**src/shared/hirs_pkg.sv**
```systemverilog
// How it works
// Output-full set by local data write raises request 10 when its enable is set.
// Output-full set by local data write raises request 9 when its enable is set.
// Output-full set by local data write raises request 6 when its enable is set.
// In direct mode a set enable bit itself asserts its request.
// Enables clear on written zero, hardware reset and software reset.
// Outside direct mode, clearing output-full clears all three enables.
// An enable sets only on a written one after a read showing zero.
// Enables reset to zero, local read and write, host has no access.
// Select bit zero gives status; one gives status only with two-way enable.
// Polarity zero: line released while request clear, driven low while set.
// Polarity one: line driven low while request clear, released while set.
// Select register holds seven write-only polarity bits; bits 1 and 0 reset high.
// Each request level goes out in its own serial interrupt slot.
package hirs_pkg;
  // ==========================================================
  // Register map (word aligned)
  localparam logic [7:0] HIRS_ADR_ENABLE = 8'h00;
  localparam logic [7:0] HIRS_ADR_SELECT = 8'h04;
  localparam logic [7:0] HIRS_ADR_CTRL   = 8'h08;
  localparam logic [7:0] HIRS_ADR_STATUS = 8'h0c;
  localparam logic [7:0] HIRS_ADR_IRQ_ST = 8'h10;
  localparam logic [7:0] HIRS_ADR_IRQ_EN = 8'h14;
  localparam logic [7:0] HIRS_ADR_IRQ_CL = 8'h18;
  // ==========================================================
  // Fields
  localparam int HIRS_BIT_E10 = 2;
  localparam int HIRS_BIT_E9  = 1;
  localparam int HIRS_BIT_E6  = 0;
  localparam int HIRS_BIT_STSEL = 7;
  localparam logic [7:0] HIRS_SELECT_RST = 8'h03;
  localparam int HIRS_CTRL_DIRECT = 0;
  localparam int HIRS_CTRL_TWOWAY = 1;
  localparam int HIRS_CTRL_OBFSET = 2;
  localparam int HIRS_CTRL_OBFCLR = 3;
  localparam int HIRS_CTRL_SWRST  = 4;
  // ==========================================================
  // Serial interrupt frame: start, 13 slots, 3 phases each
  localparam int HIRS_SLOTS = 13;
  localparam logic [6:0] HIRS_NO_SLOT = 7'h7f;
  // Slot numbers of request 11,10,9,6,mgmt(=2 by convention),12,1
  localparam logic [3:0] HIRS_SLOT_11 = 4'hb;
  localparam logic [3:0] HIRS_SLOT_10 = 4'ha;
  localparam logic [3:0] HIRS_SLOT_9  = 4'h9;
  localparam logic [3:0] HIRS_SLOT_6  = 4'h6;
  localparam logic [3:0] HIRS_SLOT_MG = 4'h2;
  localparam logic [3:0] HIRS_SLOT_12 = 4'hc;
  localparam logic [3:0] HIRS_SLOT_1  = 4'h1;
  localparam int HIRS_START_MIN = 4;
  localparam int HIRS_EVENTS = 3;

  typedef enum logic [1:0] {HIRS_IDLE, HIRS_START, HIRS_SLOT} hirs_state_t;
  typedef struct packed {
    logic int11;
    logic int10;
    logic int9;
    logic int6;
    logic mgmt;
    logic int12;
    logic int1;
  } hirs_req_t;
endpackage : hirs_pkg

```
**src/verilog/hirs_host_irq_select.sv**
```systemverilog
// The address map and the Wishbone register port were left to the implementer.
module hirs_host_irq_select
  import hirs_pkg::*;
(
  input  wire logic        clk_i,
  input  wire logic        rst_i,
  input  wire logic        wb_cyc_i,
  input  wire logic        wb_stb_i,
  input  wire logic        wb_we_i,
  input  wire logic [7:0]  wb_adr_i,
  input  wire logic [3:0]  wb_sel_i,
  input  wire logic [31:0] wb_dat_i,
  output logic      [31:0] wb_dat_o,
  output logic             wb_ack_o,
  input  wire logic        lpc_clk_i,
  input  wire logic        lpc_reset_n_i,
  input  wire logic        serirq_i,
  output logic             serirq_o,
  output logic             serirq_oe_n_o,
  input  wire logic        ext_mgmt_req_i,
  input  wire logic        ext_int11_req_i,
  input  wire logic        ext_int12_req_i,
  input  wire logic        ext_int1_req_i,
  output logic             ch3_status_upper_is_status_o,
  output logic [2:0]       host_request_o,
  output logic             irq_o
);
  // ==========================================================
  // Synchronisers for pins
  logic [1:0] s_lclk, s_lrst, s_sirq, s_mg, s_11, s_12, s_1;
  always_ff @(posedge clk_i) begin
    s_lclk <= {s_lclk[0], lpc_clk_i};
    s_lrst <= {s_lrst[0], lpc_reset_n_i};
    s_sirq <= {s_sirq[0], serirq_i};
    s_mg   <= {s_mg[0], ext_mgmt_req_i};
    s_11   <= {s_11[0], ext_int11_req_i};
    s_12   <= {s_12[0], ext_int12_req_i};
    s_1    <= {s_1[0], ext_int1_req_i};
  end
  logic lclk_d;
  always_ff @(posedge clk_i) begin
    lclk_d <= s_lclk[1];
  end
  wire lclk_rise = s_lclk[1] & ~lclk_d;

  // ==========================================================
  // Bus decode
  wire bus_req = wb_cyc_i & wb_stb_i & ~wb_ack_o;
  wire wr      = bus_req & wb_we_i & wb_sel_i[0];
  wire rd      = bus_req & ~wb_we_i;
  function automatic logic hit(input logic [7:0] a, input logic [7:0] r);
    return a == r;
  endfunction : hit

  logic [2:0] enable;
  logic [7:0] select;
  logic       direct_request_mode;
  logic       two_way_reg_enable;
  logic       ch2_output_full_flag;
  logic [2:0] seen_zero;
  logic [HIRS_EVENTS-1:0] irq_st, irq_en;

  wire sw_reset  = wr & hit(wb_adr_i, HIRS_ADR_CTRL) & wb_dat_i[HIRS_CTRL_SWRST];
  wire lpc_reset = ~s_lrst[1];
  wire obf_set   = wr & hit(wb_adr_i, HIRS_ADR_CTRL) & wb_dat_i[HIRS_CTRL_OBFSET];
  wire obf_clr   = wr & hit(wb_adr_i, HIRS_ADR_CTRL) & wb_dat_i[HIRS_CTRL_OBFCLR];
  wire en_wr     = wr & hit(wb_adr_i, HIRS_ADR_ENABLE);

  // ==========================================================
  // Output-full flag and mode bits
  always_ff @(posedge clk_i) begin
    if (rst_i || lpc_reset || sw_reset) begin
      ch2_output_full_flag <= 1'b0;
    end else if (obf_set) begin
      ch2_output_full_flag <= 1'b1;
    end else if (obf_clr) begin
      ch2_output_full_flag <= 1'b0;
    end
  end
  always_ff @(posedge clk_i) begin
    if (rst_i) begin
      direct_request_mode <= 1'b0;
      two_way_reg_enable  <= 1'b0;
    end else if (wr && hit(wb_adr_i, HIRS_ADR_CTRL)) begin
      direct_request_mode <= wb_dat_i[HIRS_CTRL_DIRECT];
      two_way_reg_enable  <= wb_dat_i[HIRS_CTRL_TWOWAY];
    end
  end

  // ==========================================================
  // Enable bits with read-before-set
  always_ff @(posedge clk_i) begin
    if (rst_i || lpc_reset || sw_reset) begin
      seen_zero <= 3'h0;
    end else if (rd && hit(wb_adr_i, HIRS_ADR_ENABLE)) begin
      seen_zero <= ~enable;
    end else if (en_wr) begin
      seen_zero <= 3'h0;
    end
  end
  wire obf_fall = ch2_output_full_flag & obf_clr & ~obf_set;
  always_ff @(posedge clk_i) begin
    if (rst_i || lpc_reset || sw_reset) begin
      enable <= 3'h0;
    end else if (!direct_request_mode && obf_fall) begin
      enable <= 3'h0;
    end else if (en_wr) begin
      enable <= wb_dat_i[2:0] & (enable | seen_zero);
    end
  end
  always_ff @(posedge clk_i) begin
    if (rst_i || lpc_reset || sw_reset) begin
      select <= HIRS_SELECT_RST;
    end else if (wr && hit(wb_adr_i, HIRS_ADR_SELECT)) begin
      select <= wb_dat_i[7:0];
    end
  end

  // ==========================================================
  // Request levels
  logic [2:0] next_req;
  always_comb begin
    if (direct_request_mode) begin
      next_req = enable;
    end else begin
      next_req = enable & {3{ch2_output_full_flag}};
    end
  end
  always_ff @(posedge clk_i) begin
    if (rst_i) begin
      host_request_o <= 3'h0;
      ch3_status_upper_is_status_o <= 1'b1;
    end else begin
      host_request_o <= next_req;
      ch3_status_upper_is_status_o <= ~select[HIRS_BIT_STSEL] | two_way_reg_enable;
    end
  end
  hirs_req_t req;
  assign req = '{int11: s_11[1], int10: host_request_o[HIRS_BIT_E10],
                 int9: host_request_o[HIRS_BIT_E9], int6: host_request_o[HIRS_BIT_E6],
                 mgmt: s_mg[1], int12: s_12[1], int1: s_1[1]};
  // Line low when request differs from polarity: sel 0 drives low on set
  wire [6:0] drive_low = req ^ select[6:0];

  // ==========================================================
  // Serial interrupt frame tracker (quiet mode, host starts)
  hirs_state_t state;
  logic [3:0]  slot;
  logic [1:0]  phase;
  logic [3:0]  low_cnt;
  always_ff @(posedge clk_i) begin
    if (rst_i || lpc_reset) begin
      state <= HIRS_IDLE;
      slot <= 4'h0;
      phase <= 2'h0;
      low_cnt <= 4'h0;
    end else if (lclk_rise) begin
      unique case (state)
        HIRS_IDLE: begin
          if (!s_sirq[1]) begin
            state <= HIRS_START;
            low_cnt <= 4'h1;
          end
        end
        HIRS_START: begin
          if (!s_sirq[1]) begin
            low_cnt <= low_cnt + 4'h1;
          end else if (low_cnt >= 4'(HIRS_START_MIN)) begin
            state <= HIRS_SLOT;
            slot <= 4'h0;
            phase <= 2'h0;
          end else begin
            state <= HIRS_IDLE;
          end
        end
        HIRS_SLOT: begin
          if (phase == 2'h2) begin
            phase <= 2'h0;
            if (slot == 4'(HIRS_SLOTS - 1)) begin
              state <= HIRS_IDLE;
            end else begin
              slot <= slot + 4'h1;
            end
          end else begin
            phase <= phase + 2'h1;
          end
        end
      endcase
    end
  end
  function automatic logic slot_low(input logic [3:0] s, input logic [6:0] d);
    case (s)
      HIRS_SLOT_11: return d[6];
      HIRS_SLOT_10: return d[5];
      HIRS_SLOT_9:  return d[4];
      HIRS_SLOT_6:  return d[3];
      HIRS_SLOT_MG: return d[2];
      HIRS_SLOT_12: return d[1];
      HIRS_SLOT_1:  return d[0];
      default:      return 1'b0;
    endcase
  endfunction : slot_low
  always_ff @(posedge clk_i) begin
    if (rst_i || lpc_reset) begin
      serirq_o <= 1'b1;
      serirq_oe_n_o <= 1'b1;
    end else begin
      serirq_o <= 1'b0;
      serirq_oe_n_o <= ~(state == HIRS_SLOT && phase == 2'h0 && slot_low(slot, drive_low));
    end
  end

  // ==========================================================
  // Local interrupts: output-full set, cleared, frame seen
  logic [HIRS_EVENTS-1:0] ev;
  assign ev = {state == HIRS_START && lclk_rise && s_sirq[1], obf_fall, obf_set};
  wire st_clr = wr & hit(wb_adr_i, HIRS_ADR_IRQ_CL);
  always_ff @(posedge clk_i) begin
    if (rst_i) begin
      irq_st <= '0;
    end else begin
      irq_st <= ev | (irq_st & ~(st_clr ? wb_dat_i[HIRS_EVENTS-1:0] : '0));
    end
  end
  always_ff @(posedge clk_i) begin
    if (rst_i) begin
      irq_en <= '0;
      irq_o <= 1'b0;
    end else begin
      if (wr && hit(wb_adr_i, HIRS_ADR_IRQ_EN)) irq_en <= wb_dat_i[HIRS_EVENTS-1:0];
      irq_o <= |(irq_st & irq_en);
    end
  end

  // ==========================================================
  // Bus answer, one cycle after request
  always_ff @(posedge clk_i) begin
    if (rst_i) begin
      wb_ack_o <= 1'b0;
      wb_dat_o <= '0;
    end else begin
      wb_ack_o <= bus_req;
      wb_dat_o <= '0;
      if (rd) begin
        unique case (wb_adr_i)
          HIRS_ADR_ENABLE: wb_dat_o <= {29'h0, enable};
          HIRS_ADR_CTRL:   wb_dat_o <= {30'h0, two_way_reg_enable, direct_request_mode};
          HIRS_ADR_STATUS: wb_dat_o <= {28'h0, ch3_status_upper_is_status_o,
                                        host_request_o};
          HIRS_ADR_IRQ_ST: wb_dat_o <= {29'h0, irq_st};
          HIRS_ADR_IRQ_EN: wb_dat_o <= {29'h0, irq_en};
          default:         wb_dat_o <= '0;
        endcase
      end
    end
  end

  // ==========================================================
  // Frame length watch: slot clocks counted per frame
  logic [5:0] frame_len;
  always_ff @(posedge clk_i) begin
    if (rst_i || lpc_reset || state != HIRS_SLOT) begin
      frame_len <= 6'h0;
    end else if (lclk_rise) begin
      frame_len <= frame_len + 6'h1;
    end
  end
  wire frame_last = state == HIRS_SLOT && lclk_rise && phase == 2'h2 &&
                    slot == 4'(HIRS_SLOTS - 1);
endmodule : hirs_host_irq_select

```
**config.mk**
```make
export PLATFORM = sky130hd
export DESIGN_NAME = hirs_host_irq_select
export DESIGN_NICKNAME = d
export VERILOG_FILES = /design/src/shared/hirs_pkg.sv /design/src/verilog/hirs_host_irq_select.sv
export SDC_FILE = /design/constraint.sdc
export NUM_CORES = 1
export LEC_CHECK = 0
export BUFFER_PORTS_ARGS = -buffer_cell sky130_fd_sc_hd__buf_4
export CAP_MARGIN = 20
export CORE_ASPECT_RATIO = 0.6
export CORE_MARGIN = 4
export CORE_UTILIZATION = 50
export CTS_CLUSTER_SIZE = 10
export DETAILED_ROUTE_END_ITERATION = 8
export GPL_TIMING_DRIVEN = 0
export PLACE_DENSITY_LB_ADDON = 0.15
export REMOVE_ABC_BUFFERS = 1
export SYNTH_ARGS = -nofsm -noshare
export SYNTH_HDL_FRONTEND = slang
export SYNTH_SLANG_ARGS = --single-unit
export TNS_END_PERCENT = 5
```
**constraint.sdc**
```tcl
create_clock -name clk_i -period 4.5 [get_ports clk_i]
set_input_delay 0.225 -clock clk_i [delete_from_list [all_inputs] [get_ports clk_i]]
set_output_delay 0.225 -clock clk_i [all_outputs]
set_load 0.01 [all_outputs]
```
==> impl_metrics.env, run 1 <==
export IMPL_status="completed"
export IMPL_worstSetupStartpointType="flop"
export IMPL_cts_buffers_inserted=9
export IMPL_synth_edf_count=0
export IMPL_cts_tree="yes"
export IMPL_min_period_ns=2.18
export IMPL_crit_fanout=11
export IMPL_drt_initial_drc_count=160
export IMPL_start_util=0.523
export IMPL_htree_levels=3
export IMPL_yosys_warnings=0
export IMPL_max_freq_ghz=0.458
export IMPL_dp_hpwl_microns=4870
export IMPL_grt_pass1_wl_microns=9970
export IMPL_cp_data_arrival_time_ns=2.38
export IMPL_clkLatencyLatePin_ns=0.33
export IMPL_synth_largest_area_cell="dfxtp_1"
export IMPL_first_global_vias=1976
export IMPL_clock_root_buffer="clkbuf_8"
export IMPL_final_cell_mix="62 x dfxtp_1, 40 x buf_4, 28 x conb_1"
export IMPL_critPathKind="flop to flop"
export IMPL_post_place_ws_ns=2.28
export IMPL_setup_viol=0
export IMPL_vias=2260
export IMPL_required_ns=4.70
export IMPL_drv_cap=0
export IMPL_finalHoldViolCount=0
export IMPL_ys_ff_latch=62
export IMPL_drv_slew=0
export IMPL_synthArstFlopShare=0
export IMPL_core_area_sq_um=5620
export IMPL_vias_per_cell=5.12
export IMPL_drcViolationCount=0
export IMPL_clk_path_buf_depth=2
export IMPL_grt_use_total=0.180
export IMPL_grt_ovfl_total=0
export IMPL_place_gp_congestion=0.879
export IMPL_final_util=0.608
export IMPL_postCtsSetupRepairBufs=0
export IMPL_holdBufCountCts=7
export IMPL_final_antenna_net_count=0
export IMPL_final_period_utilization=0.485
export IMPL_cts_resized=0
export IMPL_detail_route_wl_per_cell_microns=14.3
export IMPL_ys_seq_area_frac=0.422
export IMPL_skew_ns=0.00649
export IMPL_synth_area_sq_um=2940
export IMPL_die_h_microns=67.4
export IMPL_p_per_area_nw_per_um2=305
export IMPL_mostFrequentLayoutCell="dfxtp_1"
export IMPL_synth_top_cell_area_share=0.422
export IMPL_synthFlopType="dfxtp_1"
export IMPL_final_cells=441
export IMPL_endpoint_kind="flop"
export IMPL_clock_sinks=62
export IMPL_io_pins=96
export IMPL_fin_hold_ws_ns=0.142
export IMPL_die_area_sq_um=7210
export IMPL_nets=422
export IMPL_area_delta_synth_final_pct=16.3
export IMPL_routed_wl_microns=6320
export IMPL_fin_tns_setup_ns=0
export IMPL_io_buffer_count=40
export IMPL_worst_pin_slew_ns=0.740
export IMPL_hold_class="input pin to flop"
export IMPL_dp_cells=420
export IMPL_cts_clk_slew_worst_paths_ns=0.06
export IMPL_die_w_microns=107
export IMPL_antenna_found_initial=0
export IMPL_p_leak_nw=1.29
export IMPL_worst_slack_ns=2.32
export IMPL_synth_area_leaders="dfxtp_1 42%, buf_4 7.4%, mux2i_1 6.1%, ha_1 3.4%, a21oi_1 3.1%"
export IMPL_peakVddDrop_v=0.000225
export IMPL_synth_avg_cell_area_sq_um=9.48
export IMPL_dr_pass1_iters=4
export IMPL_grt_start_max_net_pins=16
export IMPL_rows=21
export IMPL_ys_types=57
export IMPL_relSlewSlack=0.503
export IMPL_rsz0062_at_grt="false"
export IMPL_antennaDiodeCount=0
export IMPL_drive_gt1_frac=0.205
export IMPL_synthCells=310
cell type report:
cell class | instances | area [sq um]
clock inverters | 4 | 25.0
multi-input cells | 226 | 1500
clock buffers | 10 | 138
well taps | 80 | 100
flip-flops and latches | 62 | 1240
repair buffers | 47 | 370
fillers | 500 | 2200
inverters | 12 | 45.0
stage by stage:
step | power, mW | cell area (sq um)
3_3_place_gp | 0.644 | 3190
5_1_grt | 1.09 | 3420
3_5_place_dp | 0.645 | 3190
6_report | 1.04 | 3420
2_1_floorplan | 0.608 | 2790
4_1_cts | 1.05 | 3420
state kept, by name, summed over array words and instances, names as in the netlist, 2 cells and up:
name            flops
irq_en              3
state               2
s_lclk              2
s_mg                2
phase               2
s_lrst              2
s_1                 2
irq_st              3
low_cnt             4
seen_zero           3
s_11                2
host_request_o      3
s_sirq              2
slot                4
enable              3
wb_dat_o            4
select              8
s_12                2
Yosys cell counts, types with 4 or more instances:
cell and instances:
clkbuf_1 5, mux2i_1 18, o21ai_0 9, xnor2_1 5
inv_1 12, a21oi_1 18, dfxtp_1 62, nand3_1 4
nand2_1 19, buf_4 29, and2_1 5, nand3b_1 5
nor2_2 6, nor2_1 24, nor2b_1 5, a211oi_1 6
nor3_1 4, nand2b_1 4, a22oi_1 4, or4_1 5
ha_1 8
routing by layer:
layer	global-route usage	vias up	part of all wire
met5	0	-	0
li1	-	1136	-
met4	0.0654	0	0.0087
met3	0.0478	7	0.071
met1	0.290	1040	0.56
met2	0.218	77	0.36
kinds of logic after synthesis:
group,count (synthesis),share of synthesized area
and+or+nand+nor,103,0.212
DFF,62,0.422
AOI/OAI and AO/OA,59,0.134
buffers and inverters,49,0.103
muxes,21,0.0728
adders and majority gates,8,0.0340
xor gates and xnor gates,7,0.0209
other,1,0.00128
where the power goes:
| group | switching, mW | total [mW] | internal [mW] |
|---|---|---|---|
| Sequential | 0.00401 | 0.561 | 0.557 |
| Combinational | 0.0457 | 0.0772 | 0.0315 |
| Clock | 0.199 | 0.405 | 0.206 |
critical path: stages (launching register included):
cell	delay [ns]
dfxtp_1	0.31
nand3b_1	0.47
nor4_4	0.69
a21o_1	0.50
a21oi_1	0.08
final timing paths:
| check | slack, ns | to | cells past startpoint | from |
|---|---|---|---|---|
| setup / recovery | 2.32 | seen_zero[1]$_SDFFE_PP0P_ | 4 | wb_ack_o$_SDFF_PP0_ |
| hold / removal | 0.14 | select[6]$_SDFFE_PP0P_ | 3 | wb_dat_i[6] |
| setup reg to reg | 2.32 | seen_zero[1]$_SDFFE_PP0P_ | 4 | wb_ack_o$_SDFF_PP0_ |
| hold reg to reg | 0.33 | s_lrst[1]$_DFF_P_ | 0 | s_lrst[0]$_DFF_P_ |
Note: power is estimated with default switching activity, not from simulation.
==> run 2: changes to the inputs <==
Clock period 4.5 ns to 2.2 ns, I/O delays scaled along.
==> impl_metrics.env, run 2 (synthesis results as in run 1) <==
export IMPL_cp_data_arrival_time_ns=2.25
export IMPL_min_period_ns=2.04
export IMPL_final_antenna_net_count=0
export IMPL_drv_slew=0
export IMPL_first_global_vias=1976
export IMPL_required_ns=2.41
export IMPL_rsz0062_at_grt="true"
export IMPL_timing_critical_path_slowest_cell_delay_ns=0.78
export IMPL_final_period_utilization=0.926
export IMPL_p_sw_mw=0.511
export IMPL_rows=21
export IMPL_core_area_sq_um=5620
export IMPL_internal_power_mw=1.63
export IMPL_placed_area_sq_um=3190
export IMPL_grt_use_total=0.180
export IMPL_cts_buffers_inserted=9
export IMPL_die_w_microns=107
export IMPL_final_cell_mix="62 x dfxtp_1, 41 x buf_4, 28 x conb_1"
export IMPL_crit_fanout=11
export IMPL_mostFrequentLayoutCell="dfxtp_1"
export IMPL_io_buffer_count=40
export IMPL_drcViolationCount=0
export IMPL_peakVddDrop_v=0.000460
export IMPL_antenna_found_initial=0
export IMPL_dr_pass1_iters=4
export IMPL_pwr_share_clk=0.389
export IMPL_drive_gt1_frac=0.207
export IMPL_clk_path_buf_depth=2
export IMPL_cts_clk_slew_worst_paths_ns=0.07
export IMPL_area_delta_synth_final_pct=16.5
export IMPL_grt_start_max_net_pins=16
export IMPL_crit_family="simple AND/OR/NAND/NOR gates"
export IMPL_dp_hpwl_microns=4870
export IMPL_worstSetupStartpointType="flop"
export IMPL_fin_hold_ws_ns=0.0272
export IMPL_vias_per_cell=5.10
export IMPL_grt_ovfl_total=0
export IMPL_place_gp_congestion=0.879
export IMPL_swShare=0.239
export IMPL_p_per_area_nw_per_um2=624
export IMPL_setup_viol=0
export IMPL_drv_cap=0
export IMPL_clock_sinks=62
export IMPL_p_leak_nw=1.30
export IMPL_cts_resized=0
export IMPL_path_buf_inv=0
export IMPL_cp_cell_sequence="nand3b_1, nor4_4, mux2i_1, nor2_2"
export IMPL_antennaDiodeCount=0
export IMPL_relSlewSlack=0.499
export IMPL_vias=2254
export IMPL_comb_power_share=0.074
export IMPL_worst_pin_slew_ns=0.745
export IMPL_routed_wl_microns=6340
export IMPL_grt_pass1_wl_microns=9970
export IMPL_max_freq_ghz=0.491
export IMPL_start_util=0.523
export IMPL_drt_initial_drc_count=142
export IMPL_largest_register_ff_count=8
export IMPL_fin_area_sq_um=3430
export IMPL_status="completed"
export IMPL_hold_class="input pin to flop"
export IMPL_endpoint_kind="flop"
export IMPL_die_area_sq_um=7210
export IMPL_clock_root_buffer="clkbuf_8"
export IMPL_htree_levels=3
export IMPL_seqPwrFrac=0.537
export IMPL_detail_route_wl_per_cell_microns=14.3
export IMPL_cts_tree="yes"
export IMPL_top_register="select"
export IMPL_slowest_stage="nor4_4"
export IMPL_io_pins=96
export IMPL_critPathKind="flop to flop"
export IMPL_nets=423
export IMPL_skew_ns=0.00682
export IMPL_clkLatencyLatePin_ns=0.33
export IMPL_die_h_microns=67.4
export IMPL_finalHoldViolCount=0
-- run 2: cell types whose count changed in the layout (fill, tap and decap cells not counted) --
cell	delta
buf_4	+1
-- run 2: final cells by class --
| class | instances | area (sq um) |
|---|---|---|
| repair buffers | 48 | 378 |
| multi-input cells | 226 | 1500 |
| clock inverters | 4 | 25.0 |
| well taps | 80 | 100 |
| inverters | 12 | 45.0 |
| flip-flops and latches | 62 | 1240 |
| clock buffers | 10 | 138 |
| fillers | 500 | 2200 |
-- run 2: power by group through the flow --
stage,clock network (mW),logic (mW),registers [mW]
3_5_place_dp,0,0.146,1.17
2_1_floorplan,0,0.0720,1.17
3_3_place_gp,0,0.144,1.17
6_report,0.831,0.158,1.15
5_1_grt,0.896,0.174,1.15
4_1_cts,0.853,0.156,1.15
-- run 2: per-layer routing --
| layer | track usage | routed length, microns | up-vias |
|---|---|---|---|
| met5 | 0 | 0 | - |
| met3 | 0.0478 | 410 | 9 |
| met2 | 0.218 | 2330 | 74 |
| li1 | - | - | 1138 |
| met4 | 0.0654 | 65 | 0 |
| met1 | 0.290 | 3540 | 1033 |
-- run 2: repair_timing --
action / CTS / global route
hold buffers: 7 / 0
setup endpoints to repair: 0 / 11
setup buffers: 0 / 1
endpoints found under the hold margin: 7 / 0
-- run 2: tightest hold or removal path: stages --
cell and delay (ns):
buf_4 0.08, mux2i_1 0.07, nor2_2 0.07
-- run 2: path summary, 6_finish.rpt --
path	from	endpoint	slack [ns]	cells past startpoint
hold reg to reg	s_11[0]$_DFF_P_	s_11[1]$_DFF_P_	0.33	0
hold / removal	wb_dat_i[5]	select[5]$_SDFFE_PP0P_	0.03	3
setup / recovery	wb_ack_o$_SDFF_PP0_	select[3]$_SDFFE_PP0P_	0.16	4
setup reg to reg	wb_ack_o$_SDFF_PP0_	select[3]$_SDFFE_PP0P_	0.16	4
-- run 2: stage by stage --
| step | power (mW) | setup TNS [ns] | worst slack [ns] | instances | utilization |
|---|---|---|---|---|---|
| after global routing | 2.22 | -0.0918 | -0.0305 | 442 | 0.609 |
| after floorplan | 1.24 | 0 | 0.343 | 300 | - |
| after global placement | 1.32 | 0 | 0.0154 | 420 | 0.567 |
| after CTS | 2.16 | 0 | 0.00843 | 441 | 0.608 |
| after detailed placement | 1.32 | 0 | 0.0348 | 420 | 0.567 |
| final | 2.14 | 0 | 0.163 | 442 | 0.609 |
